`config.mk`:
```
export PLATFORM = sky130hd
export DESIGN_NAME = pao_top
export DESIGN_NICKNAME = d
export VERILOG_FILES = /design/src/pao_pkg.sv /design/src/pao_top.sv
export SDC_FILE = /design/constraint.sdc
export NUM_CORES = 1
export LEC_CHECK = 0
export ABC_AREA = 1
export ABC_CLOCK_PERIOD_IN_PS = 2400
export BUFFER_PORTS_ARGS = -buffer_cell sky130_fd_sc_hd__buf_2
export CAP_MARGIN = 20
export CORE_UTILIZATION = 40
export CTS_BUF_LIST = sky130_fd_sc_hd__clkbuf_16
export DETAILED_ROUTE_END_ITERATION = 12
export GPL_TIMING_DRIVEN = 0
export SYNTH_ARGS = -nofsm -noshare
export SYNTH_HDL_FRONTEND = slang
export SYNTH_SLANG_ARGS = --single-unit
```
`constraint.sdc`:
```
create_clock -name clk -period 2.4 [get_ports clk]
set_input_delay 0.6 -clock clk [delete_from_list [all_inputs] [get_ports clk]]
set_output_delay 0.6 -clock clk [all_outputs]
set_load 0.05 [all_outputs]
```
`src/pao_pkg.sv`:
```
// Contract
// RL1: each selected input clock rising edge, accumulator becomes accumulator plus active increment.
// RL2: accumulator is twenty bits wide.
// RL3: adder carry out is the raw output pulse.
// RL4: every carry overflow raises an interrupt request.
// RL5: raw pulse optionally stretched or toggled, then routed internally and to pin.
// RL6: three-bit source select picks oscillator, system clock or four logic cells.
// RL7: accumulator readable and writable through low, high, upper byte registers.
// RL8: increment stored in low, high, upper byte registers.
// RL9: software writes upper and high before low while enabled.
// RL10: while enabled, low write loads buffers on second input clock edge.
// RL11: increment registers are double buffered.
// RL12: while disabled, buffers load right after any increment write.
// RL13: internal increment buffers are hidden from software.
// RL14: adder is combinational; sum captured only at input clock edges.
// RL15: overflow keeps the wrapped remainder modulo two to the twentieth.
// RL16: software accumulator write beats the adder on the same edge.
package pao_pkg;

  localparam int unsigned ACC_W = 20;
  localparam int unsigned ADDR_W = 4;

  localparam logic [3:0] OFS_CTRL      = 4'h0;
  localparam logic [3:0] OFS_CLK_CFG   = 4'h1;
  localparam logic [3:0] OFS_ACC_LOW   = 4'h2;
  localparam logic [3:0] OFS_ACC_HIGH  = 4'h3;
  localparam logic [3:0] OFS_ACC_UPPER = 4'h4;
  localparam logic [3:0] OFS_INC_LOW   = 4'h5;
  localparam logic [3:0] OFS_INC_HIGH  = 4'h6;
  localparam logic [3:0] OFS_INC_UPPER = 4'h7;
  localparam logic [3:0] OFS_IRQ_STAT  = 4'h8;
  localparam logic [3:0] OFS_IRQ_EN    = 4'h9;
  localparam logic [3:0] OFS_IRQ_CLR   = 4'ha;

  // control register fields
  localparam int unsigned CTRL_EN_BIT  = 0;
  localparam int unsigned CTRL_PFM_BIT = 1;
  localparam int unsigned CTRL_OE_BIT  = 2;
  localparam int unsigned CTRL_POL_BIT = 3;
  // clock config fields
  localparam int unsigned CLK_SEL_LSB = 0;
  localparam int unsigned PW_LSB      = 4;

  localparam logic [7:0]       CTRL_RST   = 8'h00;
  localparam logic [7:0]       CLK_RST    = 8'h00;
  localparam logic [ACC_W-1:0] ACC_RST    = 20'h00000;
  localparam logic [ACC_W-1:0] INC_RST    = 20'h00001;
  localparam logic [2:0]       PW_CNT_RST = 3'h0;

  typedef enum logic [2:0] {
    PAO_SRC_HFOSC = 3'h0,
    PAO_SRC_SYS   = 3'h1,
    PAO_SRC_LC1   = 3'h2,
    PAO_SRC_LC2   = 3'h3,
    PAO_SRC_LC3   = 3'h4,
    PAO_SRC_LC4   = 3'h5
  } pao_src_t;

  typedef enum logic [2:0] {
    PAO_LD_IDLE  = 3'b001,
    PAO_LD_EDGE1 = 3'b010,
    PAO_LD_EDGE2 = 3'b100
  } pao_ld_t;

  typedef struct packed {
    logic [ADDR_W-1:0] addr;
    logic [7:0]        wdata;
    logic              wr;
    logic              rd;
  } pao_bus_req_t;

  typedef struct packed {
    logic              logic_cell_1_output;
    logic              logic_cell_2_output;
    logic              logic_cell_3_output;
    logic              logic_cell_4_output;
    logic              internal_high_freq_osc;
  } pao_src_in_t;

  typedef struct packed {
    logic [7:0]       ctrl;
    logic [7:0]       clk_cfg;
    logic [ACC_W-1:0] acc;
    logic [ACC_W-1:0] inc_front;
    logic [ACC_W-1:0] inc_buf;
    pao_ld_t          ld;
    logic [2:0]       src_q;
    logic             overflow_pulse;
    logic             toggle_q;
    logic [2:0]       pw_cnt;
    logic             irq_stat;
    logic             irq_en;
    logic [7:0]       rdata;
  } pao_state_t;

endpackage : pao_pkg

```
`src/pao_top.sv`:
```
`timescale 1ns/100ps
`default_nettype none
module pao_top (
  input  wire logic                  clk,          // 100 MHz system clock
  input  wire logic                  rst_b,        // async reset, active low
  input  wire pao_pkg::pao_bus_req_t bus_req,      // register request
  output logic [7:0]                 bus_rdata,    // read data, cycle after read
  input  wire pao_pkg::pao_src_in_t  src_in,       // candidate input clocks
  output logic                       osc_out,      // modified output to peripherals
  output logic                       osc_pin,      // pin level
  output logic                       osc_pin_oe,   // pin output enable
  output logic                       overflow_raw, // raw carry pulse
  output logic                       irq           // level interrupt
);
  import pao_pkg::*;

  pao_state_t s_reg;
  pao_state_t s_next;

  logic             src_lvl;
  logic             tick;
  logic [ACC_W:0]   sum;
  logic             enabled;
  logic             wr_acc;
  logic [ACC_W-1:0] acc_wr;
  logic [ACC_W-1:0] inc_wr;

  function automatic logic [ACC_W-1:0] put_byte(
    input logic [ACC_W-1:0] v,
    input logic [1:0]       idx,
    input logic [7:0]       b
  );
    logic [ACC_W-1:0] r;
    r = v;
    unique case (idx)
      2'd0: r[7:0] = b;
      2'd1: r[15:8] = b;
      default: r[19:16] = b[3:0];
    endcase
    return r;
  endfunction : put_byte

  function automatic logic [7:0] get_byte(
    input logic [ACC_W-1:0] v,
    input logic [1:0]       idx
  );
    logic [7:0] r;
    r = 8'h00;
    unique case (idx)
      2'd0: r = v[7:0];
      2'd1: r = v[15:8];
      default: r = {4'h0, v[19:16]};
    endcase
    return r;
  endfunction : get_byte

  // source mux; sys clock source ticks every cycle
  always_comb begin
    unique case (s_reg.clk_cfg[CLK_SEL_LSB +: 3]) // RL6
      PAO_SRC_HFOSC: src_lvl = src_in.internal_high_freq_osc;
      PAO_SRC_LC1:   src_lvl = src_in.logic_cell_1_output;
      PAO_SRC_LC2:   src_lvl = src_in.logic_cell_2_output;
      PAO_SRC_LC3:   src_lvl = src_in.logic_cell_3_output;
      PAO_SRC_LC4:   src_lvl = src_in.logic_cell_4_output;
      default:       src_lvl = 1'b1;
    endcase
  end

  assign enabled = s_reg.ctrl[CTRL_EN_BIT];
  // rising edge of the selected source, as a one-cycle enable
  assign tick = enabled && ((s_reg.clk_cfg[CLK_SEL_LSB +: 3] == PAO_SRC_SYS)
                || (src_lvl && !s_reg.src_q[0]));
  // adder always settles; only tick captures it
  assign sum = {1'b0, s_reg.acc} + {1'b0, s_reg.inc_buf}; // RL14

  assign wr_acc = bus_req.wr && (bus_req.addr == OFS_ACC_LOW
                  || bus_req.addr == OFS_ACC_HIGH || bus_req.addr == OFS_ACC_UPPER);
  assign acc_wr = put_byte(s_reg.acc, 2'(bus_req.addr - OFS_ACC_LOW), bus_req.wdata);
  assign inc_wr = put_byte(s_reg.inc_front, 2'(bus_req.addr - OFS_INC_LOW), bus_req.wdata);

  always_comb begin
    s_next = s_reg;
    s_next.src_q = {s_reg.src_q[1:0], src_lvl};
    s_next.overflow_pulse = 1'b0;

    if (tick) begin
      s_next.acc = sum[ACC_W-1:0]; // RL1 RL2 RL15
      if (sum[ACC_W]) begin
        s_next.overflow_pulse = 1'b1; // RL3
        s_next.toggle_q = !s_reg.toggle_q;
        s_next.pw_cnt = s_reg.clk_cfg[PW_LSB +: 3];
      end
    end
    if (s_reg.pw_cnt != PW_CNT_RST && tick && !sum[ACC_W]) begin
      s_next.pw_cnt = s_reg.pw_cnt - 3'h1;
    end

    // sticky flag; set beats clear
    if (bus_req.wr && bus_req.addr == OFS_IRQ_CLR && bus_req.wdata[0]) begin
      s_next.irq_stat = 1'b0;
    end
    if (tick && sum[ACC_W]) begin
      s_next.irq_stat = 1'b1; // RL4
    end

    // buffer load sequencer, counts input clock edges
    unique case (s_reg.ld)
      PAO_LD_IDLE: ;
      PAO_LD_EDGE1: if (tick) s_next.ld = PAO_LD_EDGE2;
      PAO_LD_EDGE2: if (tick) begin
        s_next.inc_buf = s_reg.inc_front; // RL10 RL11
        s_next.ld = PAO_LD_IDLE;
      end
      default: s_next.ld = PAO_LD_IDLE;
    endcase
    if (!enabled) begin
      s_next.inc_buf = s_reg.inc_front; // RL12
      s_next.ld = PAO_LD_IDLE;
    end

    if (bus_req.wr) begin
      unique case (bus_req.addr)
        OFS_CTRL:     s_next.ctrl = bus_req.wdata;
        OFS_CLK_CFG:  s_next.clk_cfg = bus_req.wdata;
        OFS_IRQ_EN:   s_next.irq_en = bus_req.wdata[0];
        OFS_INC_LOW:  begin
          s_next.inc_front = inc_wr; // RL8
          // restart count; the edge of this cycle is not the first
          if (enabled) s_next.ld = PAO_LD_EDGE1; // RL10
        end
        OFS_INC_HIGH, OFS_INC_UPPER: s_next.inc_front = inc_wr; // RL8
        default: ;
      endcase
    end
    if (wr_acc) begin
      s_next.acc = acc_wr; // RL7 RL16
    end

    s_next.rdata = 8'h00;
    if (bus_req.rd) begin
      unique case (bus_req.addr)
        OFS_CTRL:     s_next.rdata = s_reg.ctrl;
        OFS_CLK_CFG:  s_next.rdata = s_reg.clk_cfg;
        OFS_ACC_LOW, OFS_ACC_HIGH, OFS_ACC_UPPER:
          s_next.rdata = get_byte(s_reg.acc, 2'(bus_req.addr - OFS_ACC_LOW)); // RL7
        // only the front registers read back, buffer is hidden
        OFS_INC_LOW, OFS_INC_HIGH, OFS_INC_UPPER:
          s_next.rdata = get_byte(s_reg.inc_front, 2'(bus_req.addr - OFS_INC_LOW)); // RL13
        OFS_IRQ_STAT: s_next.rdata = {7'h00, s_reg.irq_stat};
        OFS_IRQ_EN:   s_next.rdata = {7'h00, s_reg.irq_en};
        default:      s_next.rdata = 8'h00;
      endcase
    end
  end

  always_ff @(posedge clk or negedge rst_b) begin
    if (!rst_b) begin
      s_reg <= '{ctrl: CTRL_RST, clk_cfg: CLK_RST, acc: ACC_RST, inc_front: INC_RST,
                 inc_buf: INC_RST, ld: PAO_LD_IDLE, src_q: 3'h0, overflow_pulse: 1'b0,
                 toggle_q: 1'b0, pw_cnt: PW_CNT_RST, irq_stat: 1'b0, irq_en: 1'b0,
                 rdata: 8'h00};
    end else begin
      s_reg <= s_next;
    end
  end

  logic mod_out;
  // pulse mode stretches over pw_cnt extra input clock edges
  always_comb begin
    if (s_reg.ctrl[CTRL_PFM_BIT]) begin
      mod_out = s_reg.overflow_pulse || (s_reg.pw_cnt != PW_CNT_RST); // RL5
    end else begin
      mod_out = s_reg.toggle_q; // RL5
    end
  end

  assign overflow_raw = s_reg.overflow_pulse; // RL3
  assign osc_out      = (mod_out ^ s_reg.ctrl[CTRL_POL_BIT]) && enabled;
  assign osc_pin      = osc_out;
  assign osc_pin_oe   = s_reg.ctrl[CTRL_OE_BIT];
  assign bus_rdata    = s_reg.rdata;
  assign irq          = s_reg.irq_stat && s_reg.irq_en;

endmodule : pao_top
`default_nettype wire

```
After elaboration in Yosys (flattened, before gate mapping)
Cells that the tools add are included.

operators by class
  add/sub/neg operators = 4
  reductions and logical operators = 42
  multiplexer cells = 24
  bitwise gates (word level) = 2
  equality and inequality tests = 25

operators by type and width
  kind                  count
  $mux W20              3
  $pmux W8 S6           1
  $mux W23              2
  $pmux W8 S2           2
  $mux W8               3
  $add A20 B20 Y21      1
  $reduce_and A2 Y1     9
  $eq A4 B3 Y1 const B  4
  $mux W3               5
  $eq A4 B4 Y1 const B  3
  $logic_and A1 B1 Y1   10
  $mux W5               2
  $eq A3 B2 Y1 const B  3
  $eq A3 B3 Y1 const B  3
  $pmux W3 S3           1
  $reduce_and A3 Y1     3
  $eq A4 B2 Y1 const B  2
  $ne A2 B1 Y1 const B  4
  $reduce_bool A2 Y1    4
  $eq A3 B1 Y1 const B  2
  $reduce_or A3 Y1      2
  $pmux W1 S5           1
  $eq A2 B1 Y1 const B  2
  $eq A4 B1 Y1 const B  1
  15 further kinds      24

storage, ports and cells
  output and inout port bits = 13
  input bits = 21
  logic and storage cells = 114
  bits in registers = 95

Logic depth before layout (Yosys ltp)
Gate-level depths: netlist of run 1.

  word-level depth = 11
  mapped depth = 15
  gate-level depth less buffers = 15

Worst setup path before layout of run 1
Ideal clock, no wire load.

  path kind = register -> output
  from = register s_reg (netlist bit overflow_raw)
  to = output port osc_pin
  path buffers = 1
  required time = 1800 ps
  slack = -303 ps
  arrival time = 2103 ps
  cell stages (with the launch flop) = 6
  cells stage by stage = dfrtp_1 > nor2_1 > a21oi_1 > o21ai_0 > a21oi_1 > buf_4

on the way
  longest elaborated chain between the ends = 4

ends and longest elaborated chain
  item                    RTL line        text
  from (decl)             pao_top.sv:17   pao_state_t s_reg;
  from (signal assigned)  pao_top.sv:158  s_reg <= '{ctrl: CTRL_RST, clk_cfg: CLK_RST, acc: ACC_RST, inc_front: INC_RST,
  from (signal assigned)  pao_top.sv:163  s_reg <= s_next;
  $logic_or A1 B1 Y1      pao_top.sv:171  mod_out = s_reg.overflow_pulse || (s_reg.pw_cnt != PW_CNT_RST);
  $mux W1                 pao_top.sv:170  if (s_reg.ctrl[CTRL_PFM_BIT]) begin
  $xor A1 B1 Y1           pao_top.sv:178  assign osc_out = (mod_out ^ s_reg.ctrl[CTRL_POL_BIT]) && enabled;
  $logic_and A1 B1 Y1     pao_top.sv:178
  to (decl)               pao_top.sv:10   output logic osc_pin,

No other way between the ends.

Worst setup path in the final report of run 1
  from = register s_reg[10] (netlist bit)
  to = output port osc_pin

on the way
  longest elaborated chain between the ends = 5

ends and longest elaborated chain
  item                 RTL line
  $reduce_bool A3 Y1   pao_top.sv:171
  $logic_or A1 B1 Y1   pao_top.sv:171
  $mux W1              pao_top.sv:170
  $xor A1 B1 Y1        pao_top.sv:178
  $logic_and A1 B1 Y1  pao_top.sv:178

No other way between the ends.

==> results of run 1 <==
==> metrics by stage <==
stage | instances | power [W] | hold slack (ns) | util, % | cell area (um2)
after floorplan | 812 | 0.00512 | 0.304 | - | 5860
after global placement | 1024 | 0.00612 | 0.464 | 44.3 | 6250
after detailed placement | 1025 | 0.00615 | 0.466 | 44.5 | 6280
after CTS | 1042 | 0.00800 | 0.288 | 47.3 | 6670
after global routing | 1044 | 0.00879 | 0.315 | 47.8 | 6740
final | 1044 | 0.00811 | 0.265 | 47.8 | 6740
==> worst paths after layout <==
path / from / to / cells after the start
min reg2reg: s_reg[13] / s_reg[13] / 1
min: rst_b / s_reg[78] / 1
min in group clk: s_reg[13] / s_reg[13] / 1
max in group asynchronous: rst_b / s_reg[41] / 2
max: s_reg[10] / osc_pin / 9
max reg2reg: s_reg[21] / s_reg[10] / 12
==> cell type report <==
cell class	count	area [um2]
repair buffers	36	229
inverters	127	482
plain buffers	24	165
well taps	180	225
multi-input cells	566	2890
flip-flops and latches	95	2380
clock inverters	7	141
fillers	1445	7360
clock buffers	9	225
==> kinds of logic after synthesis <==
| logic type | after synthesis | synth area share (%) |
|---|---|---|
| and+or+nand+nor | 388 | 27.3 |
| DFF | 95 | 40.7 |
| buffers and inverters | 151 | 11.0 |
| xor gates and xnor gates | 5 | 0.749 |
| AOI/OAI and AO/OA | 145 | 14.1 |
| adders and majority gates | 28 | 6.12 |
==> report_power, final <==
part / switching [W] / internal, W
logic: 0.00243 / 0.00139
registers: 0.000414 / 0.00211
clock network: 0.000638 / 0.00113
total: 0.00349 / 0.00463
==> metal layers <==
metal / track usage [%] / vias up
met1: 35.7 / 2409
met3: 4.94 / 20
met2: 34.7 / 140
met5: 0 / -
li1: - / 2677
met4: 5.95 / 0
==> Yosys cell counts <==
| cell type | n |
|---|---|
| o211ai_1 | 2 |
| o21ai_0 | 80 |
| nor2_1 | 38 |
| nand2_2 | 4 |
| xnor2_1 | 3 |
| nand3b_1 | 3 |
| o21bai_1 | 2 |
| or2_1 | 1 |
| nand2_1 | 280 |
| clkinv_4 | 1 |
| fa_1 | 1 |
| nand3_1 | 40 |
| dfrtp_1 | 92 |
| o31ai_2 | 2 |
| o221ai_1 | 2 |
| dfstp_2 | 3 |
| o22ai_1 | 8 |
| nand3_2 | 2 |
| nor3_1 | 8 |
| ha_1 | 27 |
| a221oi_1 | 3 |
| buf_4 | 13 |
| a21oi_1 | 26 |
| buf_6 | 2 |
| nand2_4 | 2 |
| buf_2 | 6 |
| nor2_4 | 1 |
| inv_1 | 126 |
| xor2_1 | 2 |
| o22ai_4 | 1 |
| o2111ai_1 | 2 |
| a22oi_1 | 4 |
| clkbuf_1 | 3 |
| o21ai_2 | 1 |
| a22o_1 | 2 |
| or2_2 | 2 |
| o21ai_1 | 9 |
| and2_1 | 3 |
| nand4_1 | 4 |
| a21oi_2 | 1 |
==> critical path: stages (launching register included) <==
cell,delay (ns)
dfrtp_1,0.40
inv_2,0.10
ha_4,0.14
nand2_4,0.05
nor2_4,0.13
a21oi_4,0.08
buf_6,0.12
a21oi_4,0.14
buf_6,0.11
buf_8,0.13
==> timing repair <==
item | in CTS | in global routing
setup buffers | 1 | 2
setup endpoints to repair | 2 | 7
pin swaps | 1 | 6
gates resized for setup | 7 | 13
==> flow_metrics.env, run 1 <==
export IMPL_status="completed"
export IMPL_setup_viol=0
export IMPL_drive_above_1_share_pct=11.8
export IMPL_fmax_mhz=426
export IMPL_path_clk_slew_ns=0.06
export IMPL_initial_utilization_pct=41.5
export IMPL_die_w_um=123
export IMPL_cts_path_max_buffers=2
export IMPL_routabilityCongestion=0.912
export IMPL_worstSkewPairLatency_ns=0.35
export IMPL_hold_path_class="primary input to asynchronous set/reset pin"
export IMPL_ys_ff_latch=95
export IMPL_maxSlewHeadroom_pct=55.7
export IMPL_cts_sinks=95
export IMPL_syn_cell_area_um2=5850
export IMPL_pin_count=34
export IMPL_wl_met2_um=7250
export IMPL_setup_tns_ns=0
export IMPL_dr_pass1_iters=5
export IMPL_final_nets=908
export IMPL_synth_seq_area_share_pct=40.7
export IMPL_finalClockSkew_ns=0.00666
export IMPL_ir_worst_vdd_mv=0.642
export IMPL_post_route_period_util_pct=97.8
export IMPL_critPathRequiredTime_ns=1.80
export IMPL_drv_slew=0
export IMPL_synthToLayoutAreaGrowth_pct=15.1
export IMPL_worstMarginPinSlew_ns=0.663
export IMPL_io_buffers=32
export IMPL_synthCells=812
export IMPL_antenna_found_initial=0
export IMPL_power_leakage_nw=3.62
export IMPL_n_antenna_cell=0
export IMPL_period_minus_slack_ns=2.35
export IMPL_grt_overflow_total=0
export IMPL_cap_violations=0
export IMPL_antenna_left=0
export IMPL_routed_wl_um=16900
export IMPL_dp_hpwl_um=13300
export IMPL_layout_setup_ws_ns=0.0540
export IMPL_final_common_cell="nand2_1"
export IMPL_synth_top_area_share_pct=39.3
export IMPL_track_usage_pct=23.8
export IMPL_hold_buffers=0
export IMPL_syn_nets=861
export IMPL_power_density_nw_per_um2=1200
export IMPL_pre_cts_slack_ns=-0.0945
export IMPL_grt_pass1_vias=4814
export IMPL_hold_viol=0
export IMPL_top_layer="met4"
export IMPL_core_region_area_um2=14100
export IMPL_row_count=43
export IMPL_rrSetupSlack_ns=0.11
export IMPL_wl_per_cell_um=16.2
export IMPL_grt_start_max_net_pins=52
export IMPL_path_class="register to output port"
export IMPL_die_area_um2=15100
export IMPL_largest_reg_flops=83
export IMPL_yosys_area_top_type="dfrtp_1"
export IMPL_grt_pass1_wl_um=26500
export IMPL_critPathArrivalTime_ns=1.75
export IMPL_ys_warn_count=0
export IMPL_cts_tree="yes"
export IMPL_end_kind="output port"
export IMPL_syn_avg_cell_area_um2=7.21
export IMPL_h_tree_depth=3
export IMPL_die_h_um=123
export IMPL_first_iter_violations=453
export IMPL_ys_top_cells_by_area="dfrtp_1 39%, nand2_1 18%, inv_1 8.1%, o21ai_0 6.8%, ha_1 5.8%"
export IMPL_startpoint_type="register"
export IMPL_root_buffer="clkbuf_16"
export IMPL_critPathMaxFanout=3
export IMPL_vias=5246
export IMPL_synthDistinctLibCells=40
export IMPL_wl_met3_um=937
export IMPL_wl_met1_um=8430
export IMPL_numCtsBuffers=9
export IMPL_drc=0
export IMPL_viasPerCell=5.02
export IMPL_mostFrequentLayoutCells="278 x nand2_1, 124 x inv_1, 92 x dfrtp_1"
Note: power is estimated with default switching activity, not from simulation.
==> run 2, diff against run 1 <==
ABC_CLOCK_PERIOD_IN_PS = 2100   (was 2400)
PLACE_DENSITY_LB_ADDON = 0.2   (was not set)
clock period = 2.1 ns   (was 2.4 ns; I/O delays follow)
==> run 2 against run 1 <==
Compared with the run above:
- the run now ends with negative setup slack left
- clock skew is 0.0043 ns higher
- non-clock buffer count is 8 higher
- setup slack worse by 0.19 ns
- critical endpoint unchanged
- total power is 17% higher
- clock-buffer cell count stayed put
- sequential share of layout area is 0.73 points lower
- worst hold slack worse by 0.085 ns
- global-route usage is 0.31 points higher
- critical path depth stayed put
- sequential power is 15% higher
- final cell count is 0.77% higher
==> flow_metrics.env, run 2 (synthesis results as in run 1) <==
export IMPL_startpoint_type="register"
export IMPL_drv_slew=0
export IMPL_wl_per_cell_um=16.4
export IMPL_setup_viol=2
export IMPL_critPathRequiredTime_ns=1.57
export IMPL_layout_setup_ws_ns=-0.136
export IMPL_mostFrequentLayoutCells="271 x nand2_1, 121 x inv_1, 91 x dfrtp_1"
export IMPL_drive_above_1_share_pct=16.4
export IMPL_cts_tree="yes"
export IMPL_hold_buffers=0
export IMPL_first_iter_violations=507
export IMPL_r2r_start="s_reg[21]"
export IMPL_finalPower_w=0.00946
export IMPL_p_seq_share_pct=30.7
export IMPL_die_w_um=123
export IMPL_end_kind="output port"
export IMPL_clkPwrFrac_pct=19.3
export IMPL_cap_violations=0
export IMPL_routabilityCongestion=0.937
export IMPL_power_leakage_nw=3.68
export IMPL_swShare_pct=45.3
export IMPL_dp_hpwl_um=13400
export IMPL_grt_pass1_wl_um=26500
export IMPL_crit_path_cell_trace="inv_2 -> ha_4 -> nand2_4 -> nor2_4 -> a21oi_2 -> buf_4 -> a21oi_4 -> buf_6 -> buf_8"
export IMPL_setup_tns_ns=-0.242
export IMPL_core_region_area_um2=14100
export IMPL_antenna_found_initial=0
export IMPL_n_antenna_cell=0
export IMPL_whs_ns=0.180
export IMPL_path_class="register to output port"
export IMPL_cts_path_max_buffers=2
export IMPL_post_route_period_util_pct=106
export IMPL_viasPerCell=5.06
export IMPL_rrSetupSlack_ns=0
export IMPL_numCtsBuffers=9
export IMPL_worstMarginPinSlew_ns=0.652
export IMPL_rsz0062_at_grt="yes"
export IMPL_cts_sinks=95
export IMPL_synthToLayoutAreaGrowth_pct=17.6
export IMPL_final_common_cell="nand2_1"
export IMPL_critPathMaxFanout=3
export IMPL_grt_start_max_net_pins=50
export IMPL_hold_path_class="primary input to asynchronous set/reset pin"
export IMPL_track_usage_pct=24.1
export IMPL_cpPeakStageDelay_ns=0.39
export IMPL_status="complete, but fails checks"
export IMPL_critPathArrivalTime_ns=1.71
export IMPL_root_buffer="clkbuf_16"
export IMPL_p_switching_w=0.00429
export IMPL_maxSlewHeadroom_pct=56.5
export IMPL_ir_worst_vdd_mv=0.684
export IMPL_io_buffers=32
export IMPL_failed_checks="negative setup slack"
export IMPL_pin_count=34
export IMPL_drc=0
export IMPL_pre_cts_slack_ns=-0.268
export IMPL_antenna_left=0
export IMPL_worstSkewPairLatency_ns=0.37
export IMPL_row_count=43
export IMPL_largest_reg_flops=83
export IMPL_worst_path_max_delay_cell="dfrtp_1"
export IMPL_finalClockSkew_ns=0.0110
export IMPL_r2r_cells=13
export IMPL_period_minus_slack_ns=2.24
export IMPL_vias=5325
export IMPL_n_fill_cell=1454
export IMPL_die_area_um2=15100
export IMPL_grt_overflow_total=0
export IMPL_fmax_mhz=447
export IMPL_power_density_nw_per_um2=1370
export IMPL_path_clk_slew_ns=0.07
export IMPL_hold_viol=0
export IMPL_initial_utilization_pct=41.5
export IMPL_pwr_share_comb_pct=50.1
export IMPL_h_tree_depth=3
export IMPL_p_int_w=0.00517
export IMPL_grt_pass1_vias=4728
export IMPL_die_h_um=123
export IMPL_final_nets=916
export IMPL_routed_wl_um=17300
export IMPL_dr_pass1_iters=5
export IMPL_timing_rr_end="s_reg[67]"
run 2: worst max-delay path by stage:
stage | startpoint | endpoint | depth (start not counted)
4_1_cts | s_reg[10] | osc_pin | 9
2_1_floorplan | s_reg[10] | osc_pin | 8
3_5_place_dp | s_reg[21] | s_reg[11] | 12
5_1_grt | s_reg[10] | osc_pin | 9
3_3_place_gp | rst_b | overflow_raw | 1
6_report | s_reg[10] | osc_pin | 9
run 2: power by group through the flow:
stage	Clock [W]	Sequential, W	Combinational [W]
6_report	0.00182	0.00290	0.00474
5_1_grt	0.00192	0.00294	0.00531
3_5_place_dp	0	0.00290	0.00414
4_1_cts	0.00184	0.00288	0.00439
3_3_place_gp	0	0.00289	0.00411
2_1_floorplan	0	0.00273	0.00314
run 2: timing repair:
item	4_1_cts	5_1_grt
cloned	0	0
buffers inserted	5	6
setup endpoints to repair	15	24
gates resized for setup	22	35
pin swaps	7	16
run 2: layout make-up:
type                       instances  area [um2]  share of cell area [%]
buffer                            24         165                    2.40
clock buffer                       9         225                    3.27
clock inverter                     7        97.6                    1.42
inverter                         127         487                    7.07
multi-input combinational        566        3010                    43.7
sequential                        95        2380                    34.6
tap                              180         225                    3.27
timing repair buffer              44         293                    4.25
run 2: metal layers:
metal  track usage (%)  part of all wire, %  wire, um  vias up
met5                 0                    0         0        -
met4              6.25                  1.5       257        0
met3              4.47                  5.4       927       20
met2              34.4                   43      7490      129
met1              37.0                   50      8580     2476
li1                  -                    -         -     2700
run 2: critical path: cells and delay by family, from the launching register on:
family                   cells  cell delay, ns
AND/OR/NAND/NOR              2            0.14
AO/OA/AOI/OAI                2            0.19
adder cells (fa/ha/maj)      1            0.14
buffers and inverters        4            0.48
flip-flops                   1            0.39
run 2: metrics by stage:
stage	instance area [um2]	utilization, %	instances
floorplan	5870	-	812
global placement	6260	44.4	1024
detailed placement	6290	44.6	1025
CTS	6720	47.7	1046
global route	6880	48.8	1052
finish	6880	48.8	1052
==> run 3, diff against run 2 <==
GPL_ROUTABILITY_DRIVEN = 0   (was not set)
PLACE_DENSITY = 0.64   (was not set)
PLACE_DENSITY_LB_ADDON = not set   (was 0.2)
==> run 3 against run 2 <==
Compared with the run above:
- the run still ends with negative setup slack left
- worst hold slack lost 0.022 ns
- sequential share of layout area barely moved
- die area is the same
- clock power is 4% lower
- combinational power hardly changed
- design area about the same
- final cell count up 0.19%
- via count is 2.2% higher
- fmax shrank 0.51%
- sequential power barely moved
==> flow_metrics.env, run 3 (synthesis results as in run 1) <==
export IMPL_synthToLayoutAreaGrowth_pct=17.7
export IMPL_largest_reg_flops=83
export IMPL_routed_wl_um=16900
export IMPL_wl_per_cell_um=16.0
export IMPL_dp_hpwl_um=13000
export IMPL_failed_checks="negative setup slack"
export IMPL_grt_start_max_net_pins=55
export IMPL_startpoint_type="register"
export IMPL_pin_count=34
export IMPL_finalClockSkew_ns=0.0105
export IMPL_drc=0
export IMPL_worstMarginPinSlew_ns=0.568
export IMPL_grt_pass1_vias=4943
export IMPL_hold_path_class="primary input to asynchronous set/reset pin"
export IMPL_end_kind="output port"
export IMPL_critPathMaxFanout=2
export IMPL_ir_worst_vdd_mv=0.771
export IMPL_hold_viol=0
export IMPL_n_antenna_cell=0
export IMPL_grt_overflow_total=0
export IMPL_rsz0062_at_grt="yes"
export IMPL_r2r_cells=15
export IMPL_track_usage_pct=23.9
export IMPL_grt_use_met3_pct=4.70
export IMPL_status="complete, but fails checks"
export IMPL_maxSlewHeadroom_pct=62.1
export IMPL_dp_cells=1025
export IMPL_met1_usage_pct=35.3
export IMPL_critPathRequiredTime_ns=1.57
export IMPL_vias=5442
export IMPL_period_minus_slack_ns=2.25
export IMPL_antenna_left=0
export IMPL_antenna_found_initial=0
export IMPL_worstSkewPairLatency_ns=0.36
export IMPL_critPathArrivalTime_ns=1.72
export IMPL_drv_slew=0
export IMPL_final_common_cell="nand2_1"
export IMPL_path_class="register to output port"
export IMPL_h_tree_depth=3
export IMPL_cts_tree="yes"
export IMPL_fmax_mhz=445
export IMPL_busiest_layer="met1"
export IMPL_first_iter_violations=558
export IMPL_post_route_period_util_pct=107
export IMPL_die_area_um2=15100
export IMPL_root_buffer="clkbuf_16"
export IMPL_initial_utilization_pct=41.5
export IMPL_power_density_nw_per_um2=1360
export IMPL_cts_path_max_buffers=2
export IMPL_cts_sinks=95
export IMPL_layout_setup_ws_ns=-0.147
export IMPL_grt_use_met2_pct=34.5
export IMPL_row_count=43
export IMPL_core_region_area_um2=14100
export IMPL_setup_viol=2
export IMPL_numCtsBuffers=9
export IMPL_die_h_um=123
export IMPL_final_nets=918
export IMPL_path_clk_slew_ns=0.07
export IMPL_instances_no_fill=1054
export IMPL_io_buffers=32
export IMPL_power_leakage_nw=3.66
export IMPL_hold_buffers=0
export IMPL_drive_above_1_share_pct=16.4
export IMPL_viasPerCell=5.16
export IMPL_dr_pass1_iters=5
export IMPL_grt_pass1_wl_um=26600
export IMPL_mostFrequentLayoutCells="274 x nand2_1, 121 x inv_1, 91 x dfrtp_1"
export IMPL_die_w_um=123
export IMPL_cap_violations=0
export IMPL_finalPower_w=0.00940
-- run 3: changes by cell type in the layout (fill, tap and decap cells not counted), moves of 3 or more --
cell	previous run	this run
ha_4	2	5
ha_1	22	18
nand2_1	271	274
buf_4	23	27
-- run 3: through the flow --
stage,util (%),setup TNS [ns],hold slack [ns],setup slack (ns),instance area (um2)
2_1_floorplan,-,0,0.229,0.0136,5870
3_3_place_gp,44.4,-57.59,0.465,-0.707,6260
4_1_cts,47.7,-0.322,0.181,-0.175,6730
6_report,48.9,-0.266,0.158,-0.147,6890
3_5_place_dp,44.6,-9.35,0.470,-0.273,6290
5_1_grt,48.9,-0.509,0.206,-0.214,6890
-- run 3: final cells by class --
class / count / area, um2
clock inverter: 7 / 88.8
inverter: 127 / 482
tap: 180 / 225
timing repair buffer: 46 / 300
sequential: 95 / 2380
buffer: 24 / 165
clock buffer: 9 / 225
multi-input combinational: 566 / 3020
fill: 1445 / 7210
-- run 3: timing repair --
| action | in CTS | in global routing |
|---|---|---|
| pin swaps | 6 | 12 |
| resized for setup | 21 | 27 |
| endpoints found under the setup margin | 14 | 29 |
| cloned | 0 | 0 |
| setup buffers | 7 | 6 |
-- run 3: layer usage --
layer  wire, um  part of all wire (%)  vias up
li1           -                     -     2689
met1       8020                    48     2537
met2       7240                    43      184
met3       1210                   7.2       32
met4        384                   2.3        0
met5          0                     0        -
-- run 3: critical path, cell delays in order, from the launching register on --
cell     delay, ns
dfrtp_1       0.40
inv_2         0.08
ha_4          0.14
nand2_4       0.05
nor2_4        0.10
a21oi_2       0.07
buf_4         0.14
a21oi_4       0.13
buf_6         0.11
buf_8         0.13
-- run 3: final timing paths --
path / start / to / slack (ns)
worst max-delay path: s_reg[10] / osc_pin / -0.15
worst min-delay path: rst_b / s_reg[64] / 0.16
worst max register to register: s_reg[21] / s_reg[77] / 0.08
worst min register to register: s_reg[13] / s_reg[13] / 0.48
max in group asynchronous: rst_b / s_reg[18] / 1.25
min in group clk: bus_req[6] / s_reg[45] / 0.43
-- run 3: power by group --
part	switching [W]	internal, W	total (W)
registers	0.000511	0.00241	0.00292
clock network	0.000801	0.000951	0.00175
logic	0.00289	0.00184	0.00473
